### src/core/pjs_defs.svh
// offsets, field positions, reset values and timing counts of the
// print job session block; assumes byte addresses on a 32-bit bus
`ifndef PJS_DEFS_SVH
`define PJS_DEFS_SVH
`define PJS_A_SERCFG  10'h000
`define PJS_A_TMO     10'h004
`define PJS_A_JOBCFG  10'h008
`define PJS_A_DFLT    10'h00c
`define PJS_A_PRNMAP  10'h010
`define PJS_A_DISC    10'h014
`define PJS_A_MSGLEN  10'h018
`define PJS_A_STATUS  10'h01c
`define PJS_SC_WORD8  0
`define PJS_SC_STOP2  1
`define PJS_SC_PAR    3:2
`define PJS_SC_XTX    4
`define PJS_SC_XRX    5
`define PJS_SC_BIDIR  6
`define PJS_SC_WIRE8  7
`define PJS_SC_BAUD   11:8
`define PJS_JC_FFPRE  0
`define PJS_JC_FFPOST 1
`define PJS_JC_BANEN  2
`define PJS_JC_BANAFT 3
`define PJS_JC_BEGIN  4
`define PJS_SERCFG_RST 12'h5c1
`define PJS_JOBCFG_RST 5'h00
`define PJS_TMO_RST   8'h14
`define PJS_TMO_MAX   8'hc8
`define PJS_DISC_RST  8'h04
`define PJS_BAUD_BIDIR 4'h8
`define PJS_BAUD_MAX  4'ha
`define PJS_MSG_MAX   7'h50
`define PJS_NAME_LEN  7'h10
`define PJS_CH_FF     8'h0c
`define PJS_CH_XON    8'h11
`define PJS_CH_XOFF   8'h13
`define PJS_CLK_NS    20
`define PJS_SEC_NS    1000000000
`endif

### src/core/pjs_pkg.sv
// types of the print job session block
// assumes nothing of its surroundings
package pjs_pkg;
  typedef enum logic [2:0] {
    PJS_IDLE     = 3'b000,
    PJS_FF_PRE   = 3'b001,
    PJS_BAN_PRE  = 3'b010,
    PJS_DATA     = 3'b011,
    PJS_BAN_POST = 3'b100,
    PJS_FF_POST  = 3'b101
  } pjs_state_t;
endpackage

### src/core/pjs_session.sv
// print job session control for one computer port
// assumes a byte stream from the host port and a printer-side sink on
// the same clock, and a select code parser that pulses sel_valid
//
// Chosen here: the register offsets and the Avalon-MM register port.
`timescale 1ns/1ps
`include "pjs_defs.svh"
module pjs_session
  import pjs_pkg::*;
#(
  parameter int TICK_CYCLES = `PJS_SEC_NS / `PJS_CLK_NS
) (
  input  wire logic        clock,
  input  wire logic        rst_b,
  input  wire logic [9:0]  avs_address,
  input  wire logic        avs_read,
  input  wire logic        avs_write,
  input  wire logic [31:0] avs_writedata,
  output logic      [31:0] avs_readdata,
  output logic             avs_waitrequest,
  input  wire logic        in_valid,
  input  wire logic [7:0]  in_data,
  output logic             in_ready,
  input  wire logic        sel_valid,
  input  wire logic [4:0]  sel_id,
  input  wire logic        prn_rx_valid,
  input  wire logic [7:0]  prn_rx_data,
  output logic             out_valid,
  output logic      [7:0]  out_data,
  input  wire logic        out_ready,
  output logic      [4:0]  out_prn,
  output logic             cfg_word8,
  output logic             cfg_stop2,
  output logic      [1:0]  cfg_parity,
  output logic      [3:0]  cfg_baud,
  output logic             cfg_wire8,
  output logic             cfg_bidir,
  output logic             host_stop,
  output logic             job_active
);
  logic [11:0] sercfg_reg, sercfg_next;
  logic [4:0]  jobcfg_reg, jobcfg_next;
  logic [7:0]  tmo_reg, tmo_next, disc_reg, disc_next;
  logic [4:0]  dflt_reg, dflt_next;
  logic [31:0] prnmap_reg, prnmap_next;
  logic [6:0]  msglen_reg, msglen_next;
  logic        wait_reg, wait_next;
  logic [31:0] rdata_reg, rdata_next;
  logic [7:0]  msg_mem [80];
  logic [7:0]  name_mem [16];
  logic        wr_ok, msg_hit, name_hit;
  logic [6:0]  msg_idx;

  pjs_state_t  state_reg, state_next;
  logic        hold_v_reg, hold_v_next;
  logic [7:0]  hold_d_reg, hold_d_next;
  logic        rdy_reg, rdy_next;
  logic [7:0]  b0_reg, b0_next, b1_reg, b1_next;
  logic [1:0]  cnt_reg, cnt_next;
  logic        ov_reg, ov_next;
  logic        pause_reg, pause_next;
  logic        hstop_reg, hstop_next;
  logic        act_reg, act_next;
  logic [4:0]  cur_reg, cur_next, pend_reg, pend_next;
  logic        pend_v_reg, pend_v_next;
  logic [6:0]  idx_reg, idx_next;
  logic [25:0] tick_reg, tick_next;
  logic [7:0]  sec_reg, sec_next;
  logic        accept, pop, push, space, expire, tick, ban_last;
  logic [7:0]  pbyte, bbyte;
  logic [1:0]  c_after;

  function automatic logic [3:0] baud_cap(input logic [3:0] code,
                                          input logic bidir);
    logic [3:0] c;
    c = (code > `PJS_BAUD_MAX) ? `PJS_BAUD_MAX : code;
    if (bidir && c > `PJS_BAUD_BIDIR) c = `PJS_BAUD_BIDIR;
    return c;
  endfunction

  assign msg_idx  = avs_address[8:2];
  assign msg_hit  = avs_address[9] && msg_idx < `PJS_MSG_MAX;
  assign name_hit = avs_address[9:6] == 4'h4;
  assign wr_ok    = avs_write && !wait_reg;

  // register file and bus answer
  always_comb begin
    sercfg_next = sercfg_reg;
    jobcfg_next = jobcfg_reg;
    tmo_next    = tmo_reg;
    disc_next   = disc_reg;
    dflt_next   = dflt_reg;
    prnmap_next = prnmap_reg;
    msglen_next = msglen_reg;
    wait_next   = !((avs_read || avs_write) && wait_reg);
    rdata_next  = rdata_reg;
    if (wr_ok) begin
      unique case (avs_address)
        `PJS_A_SERCFG: begin
          sercfg_next = avs_writedata[11:0];
          sercfg_next[`PJS_SC_BAUD] = baud_cap(
            avs_writedata[`PJS_SC_BAUD], avs_writedata[`PJS_SC_BIDIR]);
        end
        `PJS_A_TMO:
          tmo_next = (avs_writedata[7:0] > `PJS_TMO_MAX)
                     ? `PJS_TMO_MAX : avs_writedata[7:0];
        `PJS_A_JOBCFG: jobcfg_next = avs_writedata[4:0];
        `PJS_A_DFLT:
          if (avs_writedata[4:0] == 5'h00 ||
              prnmap_reg[avs_writedata[4:0]])
            dflt_next = avs_writedata[4:0];
        `PJS_A_PRNMAP: prnmap_next = avs_writedata;
        `PJS_A_DISC:   disc_next = avs_writedata[7:0];
        `PJS_A_MSGLEN:
          msglen_next = (avs_writedata[6:0] > `PJS_MSG_MAX)
                        ? `PJS_MSG_MAX : avs_writedata[6:0];
        default: ;
      endcase
    end
    if (avs_read && wait_reg) begin
      rdata_next = 32'h0000_0000;
      unique case (avs_address)
        `PJS_A_SERCFG: rdata_next[11:0] = sercfg_reg;
        `PJS_A_TMO:    rdata_next[7:0]  = tmo_reg;
        `PJS_A_JOBCFG: rdata_next[4:0]  = jobcfg_reg;
        `PJS_A_DFLT:   rdata_next[4:0]  = dflt_reg;
        `PJS_A_PRNMAP: rdata_next       = prnmap_reg;
        `PJS_A_DISC:   rdata_next[7:0]  = disc_reg;
        `PJS_A_MSGLEN: rdata_next[6:0]  = msglen_reg;
        `PJS_A_STATUS:
          rdata_next[24:0] = {pause_reg, sec_reg, 7'h00, cur_reg,
                              state_reg, state_reg != PJS_IDLE};
        default: begin
          if (msg_hit)  rdata_next[7:0] = msg_mem[msg_idx];
          if (name_hit) rdata_next[7:0] = name_mem[avs_address[5:2]];
        end
      endcase
    end
  end

  always_ff @(posedge clock or negedge rst_b) begin
    if (!rst_b) begin
      sercfg_reg <= `PJS_SERCFG_RST;
      jobcfg_reg <= `PJS_JOBCFG_RST;
      tmo_reg    <= `PJS_TMO_RST;
      disc_reg   <= `PJS_DISC_RST;
      dflt_reg   <= 5'h00;
      prnmap_reg <= 32'h0000_0000;
      msglen_reg <= 7'h00;
      wait_reg   <= 1'b1;
      rdata_reg  <= 32'h0000_0000;
    end else begin
      sercfg_reg <= sercfg_next;
      jobcfg_reg <= jobcfg_next;
      tmo_reg    <= tmo_next;
      disc_reg   <= disc_next;
      dflt_reg   <= dflt_next;
      prnmap_reg <= prnmap_next;
      msglen_reg <= msglen_next;
      wait_reg   <= wait_next;
      rdata_reg  <= rdata_next;
    end
  end

  // banner text store, no reset
  always_ff @(posedge clock) begin
    if (wr_ok && msg_hit)  msg_mem[msg_idx] <= avs_writedata[7:0];
    if (wr_ok && name_hit) name_mem[avs_address[5:2]] <= avs_writedata[7:0];
  end

  assign accept   = in_valid && rdy_reg;
  assign pop      = ov_reg && out_ready;
  assign space    = cnt_reg != 2'h2;
  assign tick     = tick_reg == 26'(TICK_CYCLES - 1);
  assign expire   = state_reg == PJS_DATA && tmo_reg != 8'h00
                    && sec_reg == tmo_reg;
  assign bbyte    = (idx_reg < msglen_reg) ? msg_mem[idx_reg]
                    : name_mem[4'(idx_reg - msglen_reg)];
  assign ban_last = idx_reg == msglen_reg + `PJS_NAME_LEN - 7'h01;

  // job sequencer, input hold, output buffer and inactivity timer
  always_comb begin
    state_next  = state_reg;
    cur_next    = cur_reg;
    pend_next   = pend_reg;
    pend_v_next = pend_v_reg;
    idx_next    = idx_reg;
    push        = 1'b0;
    pbyte       = 8'h00;
    hold_v_next = hold_v_reg;
    hold_d_next = hold_d_reg;
    if (accept) begin
      hold_v_next = 1'b1;
      hold_d_next = in_data;
    end
    if (sel_valid) begin
      if (state_reg == PJS_IDLE) begin
        pend_next   = sel_id;
        pend_v_next = 1'b1;
      end else if (!jobcfg_reg[`PJS_JC_BEGIN])
        cur_next = sel_id;
    end
    unique case (state_reg)
      PJS_IDLE:
        if (hold_v_reg) begin
          cur_next    = sel_valid  ? sel_id
                        : pend_v_reg ? pend_reg : dflt_reg;
          pend_v_next = 1'b0;
          if (jobcfg_reg[`PJS_JC_FFPRE])
            state_next = PJS_FF_PRE;
          else if (jobcfg_reg[`PJS_JC_BANEN] &&
                   !jobcfg_reg[`PJS_JC_BANAFT])
            state_next = PJS_BAN_PRE;
          else
            state_next = PJS_DATA;
        end
      PJS_FF_PRE:
        if (space) begin
          push  = 1'b1;
          pbyte = `PJS_CH_FF;
          state_next = (jobcfg_reg[`PJS_JC_BANEN] &&
                        !jobcfg_reg[`PJS_JC_BANAFT])
                       ? PJS_BAN_PRE : PJS_DATA;
        end
      PJS_BAN_PRE, PJS_BAN_POST:
        if (space) begin
          push     = 1'b1;
          pbyte    = bbyte;
          idx_next = idx_reg + 7'h01;
          if (ban_last) begin
            idx_next = 7'h00;
            if (state_reg == PJS_BAN_PRE)
              state_next = PJS_DATA;
            else
              state_next = jobcfg_reg[`PJS_JC_FFPOST]
                           ? PJS_FF_POST : PJS_IDLE;
          end
        end
      PJS_DATA:
        if (expire || (hold_v_reg && space)) begin
          if (!expire) begin
            hold_v_next = accept;
            push  = !(hold_d_reg == disc_reg &&
                      !jobcfg_reg[`PJS_JC_BEGIN]);
            pbyte = hold_d_reg;
          end
          if (expire || !push) begin
            if (jobcfg_reg[`PJS_JC_BANEN] &&
                jobcfg_reg[`PJS_JC_BANAFT])
              state_next = PJS_BAN_POST;
            else
              state_next = jobcfg_reg[`PJS_JC_FFPOST]
                           ? PJS_FF_POST : PJS_IDLE;
          end
        end
      PJS_FF_POST:
        if (space) begin
          push  = 1'b1;
          pbyte = `PJS_CH_FF;
          state_next = PJS_IDLE;
        end
      default: state_next = PJS_IDLE;
    endcase
    if (!sercfg_reg[`PJS_SC_WORD8])
      pbyte[7] = 1'b0;
    b0_next  = pop ? b1_reg : b0_reg;
    b1_next  = b1_reg;
    c_after  = cnt_reg - {1'b0, pop};
    cnt_next = c_after + {1'b0, push};
    if (push && c_after == 2'h0) b0_next = pbyte;
    if (push && c_after == 2'h1) b1_next = pbyte;
    pause_next = pause_reg;
    if (!sercfg_reg[`PJS_SC_XTX])
      pause_next = 1'b0;
    else if (prn_rx_valid && prn_rx_data == `PJS_CH_XOFF)
      pause_next = 1'b1;
    else if (prn_rx_valid && prn_rx_data == `PJS_CH_XON)
      pause_next = 1'b0;
    ov_next    = cnt_next != 2'h0 && !pause_next;
    rdy_next   = !hold_v_next;
    hstop_next = sercfg_reg[`PJS_SC_XRX] && hold_v_next;
    act_next   = state_next != PJS_IDLE;
    tick_next  = tick ? 26'h000_0000 : tick_reg + 26'h000_0001;
    sec_next   = (tick && sec_reg != 8'hff) ? sec_reg + 8'h01 : sec_reg;
    if (state_reg != PJS_DATA || accept) begin
      tick_next = 26'h000_0000;
      sec_next  = 8'h00;
    end
  end

  always_ff @(posedge clock or negedge rst_b) begin
    if (!rst_b) begin
      state_reg  <= PJS_IDLE;
      cur_reg    <= 5'h00;
      pend_reg   <= 5'h00;
      pend_v_reg <= 1'b0;
      idx_reg    <= 7'h00;
      hold_v_reg <= 1'b0;
      hold_d_reg <= 8'h00;
      rdy_reg    <= 1'b0;
      b0_reg     <= 8'h00;
      b1_reg     <= 8'h00;
      cnt_reg    <= 2'h0;
      ov_reg     <= 1'b0;
      pause_reg  <= 1'b0;
      hstop_reg  <= 1'b0;
      act_reg    <= 1'b0;
      tick_reg   <= 26'h000_0000;
      sec_reg    <= 8'h00;
    end else begin
      state_reg  <= state_next;
      cur_reg    <= cur_next;
      pend_reg   <= pend_next;
      pend_v_reg <= pend_v_next;
      idx_reg    <= idx_next;
      hold_v_reg <= hold_v_next;
      hold_d_reg <= hold_d_next;
      rdy_reg    <= rdy_next;
      b0_reg     <= b0_next;
      b1_reg     <= b1_next;
      cnt_reg    <= cnt_next;
      ov_reg     <= ov_next;
      pause_reg  <= pause_next;
      hstop_reg  <= hstop_next;
      act_reg    <= act_next;
      tick_reg   <= tick_next;
      sec_reg    <= sec_next;
    end
  end

  assign avs_readdata    = rdata_reg;
  assign avs_waitrequest = wait_reg;
  assign in_ready        = rdy_reg;
  assign out_valid       = ov_reg;
  assign out_data        = b0_reg;
  assign out_prn         = cur_reg;
  assign cfg_word8       = sercfg_reg[`PJS_SC_WORD8];
  assign cfg_stop2       = sercfg_reg[`PJS_SC_STOP2];
  assign cfg_parity      = sercfg_reg[`PJS_SC_PAR];
  assign cfg_baud        = sercfg_reg[`PJS_SC_BAUD];
  assign cfg_wire8       = sercfg_reg[`PJS_SC_WIRE8];
  assign cfg_bidir       = sercfg_reg[`PJS_SC_BIDIR];
  assign host_stop       = hstop_reg;
  assign job_active      = act_reg;

  logic disc_hit;
  assign disc_hit = state_reg == PJS_DATA && hold_v_reg && space
                    && !expire && hold_d_reg == disc_reg;
endmodule

### config.mk
export PLATFORM = sky130hd
export DESIGN_NAME = pjs_session
export DESIGN_NICKNAME = d
export VERILOG_FILES = /design/src/core/pjs_pkg.sv /design/src/core/pjs_session.sv
export VERILOG_INCLUDE_DIRS = /design/src /design/src/core
export SDC_FILE = /design/constraint.sdc
export NUM_CORES = 1
export LEC_CHECK = 0
export ABC_CLOCK_PERIOD_IN_PS = 3680
export BUFFER_PORTS_ARGS = -buffer_cell sky130_fd_sc_hd__clkbuf_2
export CAP_MARGIN = 40
export CORE_MARGIN = 2
export CORE_UTILIZATION = 40
export CTS_BUF_LIST = sky130_fd_sc_hd__clkbuf_8
export DETAILED_ROUTE_END_ITERATION = 7
export PLACE_DENSITY = 0.58
export SYNTH_ARGS = -nofsm -noshare
export SYNTH_HDL_FRONTEND = slang
export SYNTH_SLANG_ARGS = --single-unit
export TNS_END_PERCENT = 100
### constraint.sdc
create_clock -name clock -period 3.68 [get_ports clock]
set_input_delay 0.184 -clock clock [delete_from_list [all_inputs] [get_ports clock]]
set_output_delay 0.184 -clock clock [all_outputs]
set_load 0.01 [all_outputs]
==> results.md, run 1 <==
Setup path:
- The maximum single-stage delay on the critical path is 630 ps.
- For the worst setup path, the data required time is 4390 ps.
- The type of destination of the critical path is a flop.
- The end point of the critical path is out_data[4].
- The startpoint type of the worst setup path is a flop.
- The worst setup path startpoint is idx_reg[0].
- In this run the critical register-to-register path is launched from idx_reg[0].
- The worst register-to-register path has a depth of 10.
- The number of logic stages on the critical path including buffering is 10.
- The dominant delay contributor by cell family on the critical path is compound AO/OA/AOI/OAI gates.
- Traced cell by cell, the critical path runs through buf_12 > mux4_2 > and3_1 > a31o_2 > a2111oi_0 > buf_1 > buf_4 > a2111oi_0 > nor2_1 > mux2i_1.
- Of all nets on the critical path, the largest fanout is 51.
- In this design, the critical path's most frequently occurring cell is sky130_fd_sc_hd__a2111oi_0.
- The number of buffer and inverter stages on the critical path is 3.
- The worst flop-to-flop path endpoint is out_data[4].
- The largest individual stage delay along the critical path comes from the cell sky130_fd_sc_hd__a2111oi_0.
- The reg2reg setup slack is 120 ps.
- Data on the critical path arrives at its endpoint at 4280 ps.
- The critical path is of the flop to flop type.

Detailed routing:
- For this block, the via count after detailed routing is 29000.
- After detailed routing, the average wire length per cell comes to 30.6 um.
- Before antenna repair, the detailed router went through 6 iterations.
- The routed design has 145000 um of wire.
- The post-route antenna net violation count is 0.
- Using the TritonRoute via totals, the vias-per-cell ratio works out to 6.10.
- The first routing iteration left 3183 violations.
- For this run, design rule violations remaining after detail routing come to 0.

Layout:
- Counting the fill cells in the layout gives 9761.
- The synthesis-to-finish area growth is 16.4%.
- More flip-flops sit in one register than any other, and that register is msg_mem.
- The layout net count is 3199.
- The register with the most flip-flops in the layout has 640 of them.
- In the final layout, the share of cells above drive strength 1 is 34.3%.
- The finished cells cover 53200 um2.

Yosys:
- In the synthesized netlist the async set-or-reset flop fraction comes to 20.4%.
- Sorting the synthesized cells by area gives the leading types as sky130_fd_sc_hd__edfxtp_1 (50%), sky130_fd_sc_hd__mux4_2 (21%), sky130_fd_sc_hd__dfrtp_1 (10%).
- The largest area contributor in the netlist is sky130_fd_sc_hd__edfxtp_1.
- Synthesis handed over a netlist of 2697 instances.
- The number of nets in the synthesized netlist is 2782.
- The share of the synthesized area in the top cell type is 50.4%.
- The most instantiated flip-flop cell in the synthesis netlist is sky130_fd_sc_hd__edfxtp_1.
- In this run the mean area of a mapped cell was 17.0 um2.
- During synthesis, Yosys emitted a total of 0 warnings.
- The most instantiated library cell after synthesis is sky130_fd_sc_hd__edfxtp_1.
- The synthesized netlist occupies a cell area of 45700 um2.
- The netlist uses 74 different library cells.
- By count the netlist is led by sky130_fd_sc_hd__edfxtp_1 (768), sky130_fd_sc_hd__mux4_2 (420), sky130_fd_sc_hd__nor2_1 (210), sky130_fd_sc_hd__dfrtp_1 (188), sky130_fd_sc_hd__nand2_1 (133).
- The flip-flop and latch count after synthesis is 965.
- The fraction of the yosys area taken by sequential cells is 61.2%.
- The count of flip-flops with a built-in enable after synthesis is 768.

Timing:
- The worst path uses 96.8% of the clock period.
- The upper clock frequency limit is 0.281 GHz.
- The total count of max-transition violations in the final report is 0.
- The setup-violating endpoint count in the final report is 0.
- At the pin with the least slew margin, the transition time is 947 ps.
- The hold violation count in the final report came to 0.
- The clock period minus final worst setup slack is 3560 ps.
- Clock skew on the completed layout was measured at 41.1 ps.
- The max-slew headroom at the worst pin is 36.6%.
- Setup repair after global routing left no endpoint under its margin.

Global routing:
- Summed over all layers, the global routing overflow is 0.
- The via count of the first global-routing pass is 29500.
- The first global-routing pass estimated 210000 um of wire.
- The met3 capacity usage during global routing is 5.38%.
- The most utilized layer in the global route result is met2.
- Entering global routing, the biggest net connects 76 pins.
- The number of antenna violations at the first check in global routing was 7.
- In the global route stage, met2 resource usage came out at 39.7%.
- The global routing met1 resource utilization is 33.4%.
- Global routing used 24.9% of the available tracks across all layers.

Die:
- The horizontal extent of the die is 342 um.
- The floorplan has 124 rows.
- The die height is 342 um.
- The number of top-level pins is 131.
- For this configuration, the core starts out at a cell density of 40.1%.
- The floorplan step defined a core boundary enclosing 114000 um2.
- The die footprint is 117000 um2.

CTS:
- The number of buffers created by CTS is 162.
- The TritonCTS sink count is 965.
- The total number of H-tree levels is 4.
- The cell at the root of the clock tree is sky130_fd_sc_hd__clkbuf_8.
- The later pin in the worst-skew pair is clocked with a latency of 860 ps.
- Counting along the longest clock path gives a buffer depth of 3.
- After clock tree synthesis, the clock-pin slew on the worst setup and hold paths is 60 ps.
- TritonCTS built the clock tree.

Min path:
- The worst min-delay path startpoint is prn_rx_data[7].
- The classification of the worst-slack hold path is primary input to flop.

Power and ir drop:
- For this design the static power due to leakage is 0.0188 uW.
- VDD sags by at most 0.389 mV.
- The post-route total power is 30600 uW.
- Power spread over the standard cell area amounts to 576 nW/um2.

Run:
- Across the run, the number of max-cap violations was 0.

Placed design:
- The half-perimeter wire length after placement is 99800 um.
- At the end of routability-driven placement, the weighted congestion stood at 0.934.
- The number of I/O port buffers is 130.
- The area after detailed placement is 49500 um2.

Status:
- The flow ran to the end, and the final reports show no timing, DRC or antenna violations.
[cell type report]
type,count,area (um2),area share (%)
Tap cell,1512,1890,3.56
Clock buffer,170,2340,4.40
Inverter,43,163,0.306
Multi-Input combinational cell,1507,16700,31.4
Sequential cell,965,28000,52.6
Antenna cell,2,5.00,0.00941
Timing Repair Buffer,435,3410,6.40
Clock inverter,121,673,1.27
[per-stage QoR]
stage / worst slack, ps / hold slack, ps / setup TNS (ps) / utilization (%) / std cells
2_1_floorplan: 99.7 / -112 / 0 / - / 2697
3_3_place_gp: -235 / 401 / -457 / 43.2 / 4367
3_5_place_dp: 8.89 / 219 / 0 / 43.4 / 4391
4_1_cts: 81.3 / 0.546 / 0 / 46.7 / 4750
5_1_grt: 60.6 / 94.3 / 0 / 46.7 / 4754
6_report: 119 / 79.3 / 0 / 46.7 / 4755
[worst min-delay path, delay by kind of cell]
family / cells / cell delay [ps]
AO/OA/AOI/OAI: 1 / 400
buffers and inverters: 1 / 70
AND/OR/NAND/NOR: 3 / 140
[where the power goes]
group          total (uW)  switching (uW)  internal (uW)
clock                9080            4440           4640
sequential          12600             496          12100
combinational        8940            5090           3860
[how the worst min path moves through the flow]
stage	depth (start not counted)	slack, ps	to
after floorplan	0	-110	avs_readdata[0]
after global placement	2	400	avs_waitrequest
after detailed placement	1	220	prnmap_reg[20]
after CTS	5	0.5	pause_reg
after global routing	3	90	prnmap_reg[28]
final	5	80	pause_reg
[placed cells by master, fill, tap and decap left out, types with 84 or more instances in the layout]
master / netlist / routed
sky130_fd_sc_hd__inv_1: 40 / 84
sky130_fd_sc_hd__mux2i_1: 116 / 116
sky130_fd_sc_hd__buf_4: 13 / 222
sky130_fd_sc_hd__mux2_2: 86 / 86
sky130_fd_sc_hd__clkbuf_2: 1 / 119
sky130_fd_sc_hd__edfxtp_1: 768 / 768
sky130_fd_sc_hd__mux4_2: 420 / 420
sky130_fd_sc_hd__nand2_1: 133 / 133
sky130_fd_sc_hd__dfrtp_1: 188 / 185
sky130_fd_sc_hd__clkbuf_8: 0 / 171
sky130_fd_sc_hd__nor2_1: 210 / 210
[layer usage]
layer	vias up	routed length (um)
met5	-	45
met2	1474	69400
met3	281	12600
met1	15400	57900
li1	11900	-
met4	8	5520
[repair_timing]
| item | CTS | global route |
|---|---|---|
| endpoints found under the hold margin | 517 | 0 |
| setup buffers | 0 | 1 |
| endpoints found under the setup margin | 3 | 2 |
| resized for setup | 2 | 3 |
| hold buffers | 68 | 0 |
[cells by family (layout without fill, tap and decap cells)]
group / count (synthesis) / in the layout / share of synthesized area (%)
XOR/XNOR: 58 / 58 / 1.11
AO/OA/AOI/OAI: 289 / 289 / 4.48
multiplexers: 622 / 622 / 25.3
buffers and inverters: 225 / 769 / 2.24
AND/OR/NAND/NOR: 524 / 524 / 5.17
adder cells (fa/ha/maj): 14 / 14 / 0.400
other: 0 / 2 / 0
flip-flops: 965 / 965 / 61.2
(Power assumes the default switching activity.)
==> run 2: changes to the inputs <==
CORE_UTILIZATION = 59   (was 40)
PLACE_DENSITY = 0.8   (was 0.58)
==> results.md, run 2 (same netlist as run 1, synthesis figures left out) <==
Status:
- The run finished with clean final reports.

Timing:
- The final worst-path cycle share is 94.9%.
- The upper clock frequency limit is 0.286 GHz.
- The max-slew headroom at the worst pin is 34.4%.
- The total count of max-transition violations in the final report was 0.
- Setup repair after global routing left no endpoint under its margin.
- The setup clock skew after layout is 37.7 ps.
- Setup violations remaining at the end of the flow were counted as 0.
- The transition time of the tightest slew-check pin is 981 ps.
- Summed over all failing endpoints, the final setup total negative slack is 0 ps.
- The worst hold slack is 112 ps.
- The clock period minus final worst setup slack is 3490 ps.
- The hold violation count in the final report is 0.

Power and ir drop:
- The total leakage power is 0.0188 uW.
- In this run the power density over the cells is 575 nW/um2.
- IR analysis of the VDD net gives a maximum drop of 0.443 mV.

Detailed routing:
- Dividing the detail-routed wire length by the instance count gives 32.0 um.
- The number of iterations in the first detailed-routing pass is 8.
- The detailed-route via count is 29800.
- Wires add up to 136000 um.
- The first routing iteration left 4300 violations.
- The detail-routed via count per cell is 6.99.
- The DRC violations left is 0.
- The post-route antenna net violation count is 0.

CTS:
- The total number of H-tree levels is 4.
- The number of buffers created by CTS is 157.
- The root buffer cell chosen for the clock tree is sky130_fd_sc_hd__clkbuf_8.
- Clock latency on the worst-skew pair, taken at its later pin, is 820 ps.
- The largest buffer count on any clock path is 3.
- The clock drives 965 sinks.
- The clock transition at the registers of the reported paths is 60 ps.
- TritonCTS built the clock tree.
- Post-CTS timing repair inserted 0 buffers for setup.

Die:
- The effective utilization at floorplan is 59.3%.
- The number of rows in the core area is 102.
- The die footprint is 79700 um2.
- The number of top-level pins is 131.
- The area inside the core boundary is 77100 um2.
- The horizontal extent of the die is 282 um.
- The die height is 282 um.

Layout:
- The most frequent standard cell in the layout excluding fill and tap cells is sky130_fd_sc_hd__edfxtp_1.
- In the layout the commonest cells are sky130_fd_sc_hd__edfxtp_1 (768), sky130_fd_sc_hd__mux4_2 (420), sky130_fd_sc_hd__buf_4 (214).
- The number of standard cells in the layout, taps in and fillers out is 4264.
- After the last flow step, the layout net total stands at 3182.
- The largest register by flop count is msg_mem.
- The area growth from synthesis to layout is 14.6%.
- The layout cell share with drive strength beyond 1 is 33.7%.
- The register with the most flip-flops in the layout has 640 of them.

Global routing:
- The wire length of the first global-routing pass is 200000 um.
- The via count of the first global-routing pass is 30500.
- The pin count of the biggest net entering global routing is 87.
- The total routing usage reported by global routing is 34.9%.
- The number of antenna violations at the first check in global routing is 11.
- The residual overflow from global routing is 0.

Setup path:
- At the worst endpoint, the arrival time is 4160 ps.
- The critical path in this run is classified as flop to flop.
- At the worst endpoint, the required time is 4350 ps.
- The type of destination of the critical path is a flop.
- Along the worst path, the maximum fanout reaches 60.
- The worst setup path is launched from a flop.

Placed design:
- The final weighted congestion in routability-driven placement is 1.03.
- The cell total after placement is 3909.
- Detailed placement ended at an HPWL of 92100 um.
- Input and output buffers added on the ports amount to 130.

Min path:
- The classification of the worst-slack hold path is primary input to flop.

Run:
- Max-cap violations in this run came to 0.
==> run 2: stage by stage <==
| stage | cell area [um2] | utilization (%) | power (uW) | setup slack (ps) |
|---|---|---|---|---|
| after floorplan | 45700 | - | 18100 | 99.7 |
| after global placement | 48700 | 63.1 | 21000 | 19.0 |
| after detailed placement | 48800 | 63.3 | 21200 | 257 |
| after CTS | 52400 | 67.9 | 30000 | 111 |
| after global routing | 52400 | 68.0 | 31000 | 42.1 |
| final | 52400 | 68.0 | 30100 | 189 |
==> run 2: critical path, cell delays in order, from the launching register on <==
cell	delay (ps)
sky130_fd_sc_hd__dfrtp_4	420
sky130_fd_sc_hd__buf_12	350
sky130_fd_sc_hd__buf_12	410
sky130_fd_sc_hd__mux4_2	570
sky130_fd_sc_hd__a211oi_1	290
sky130_fd_sc_hd__a21oi_1	270
sky130_fd_sc_hd__a211o_1	530
sky130_fd_sc_hd__a21oi_1	250
sky130_fd_sc_hd__mux2i_1	100
==> run 2: cell type report <==
| cell class | count | area [um2] |
|---|---|---|
| clock buffers | 168 | 2310 |
| clock inverters | 111 | 606 |
| well taps | 1040 | 1300 |
| fillers | 4916 | 24700 |
| multi-input cells | 1507 | 16700 |
| diodes | 7 | 17.5 |
| inverters | 43 | 163 |
| flip-flops and latches | 965 | 28000 |
| repair buffers | 423 | 3270 |
==> run 2: repair_timing <==
action | 4_1_cts | 5_1_grt
hold endpoints to repair | 422 | 0
hold buffers | 68 | 0
setup endpoints to repair | 0 | 1
gates resized for setup | 0 | 0
==> run 2: routing by layer <==
| layer | share of wire [%] | GRT usage [%] |
|---|---|---|
| met5 | 0.051 | 0 |
| met4 | 6.5 | 19.8 |
| met2 | 47 | 53.8 |
| met1 | 34 | 44.9 |
| met3 | 13 | 9.94 |
==> run 2: path summary, 6_finish.rpt <==
kind | cells past startpoint | endpoint | slack (ps) | start
max in group asynchronous | 5 | idx_reg[1] | 2220 | rst_b
setup / recovery | 8 | out_data[6] | 190 | idx_reg[0]
hold reg to reg | 2 | avs_readdata[14] | 480 | avs_readdata[14]
hold / removal | 5 | avs_readdata[5] | 110 | avs_address[5]
min in group asynchronous | 4 | sec_reg[6] | 500 | rst_b
setup reg to reg | 8 | out_data[6] | 190 | idx_reg[0]
==> run 2: power by group <==
part	internal (uW)	switching, uW
sequential	12100	475
combinational	3840	4930
clock	4500	4300
total	20400	9700
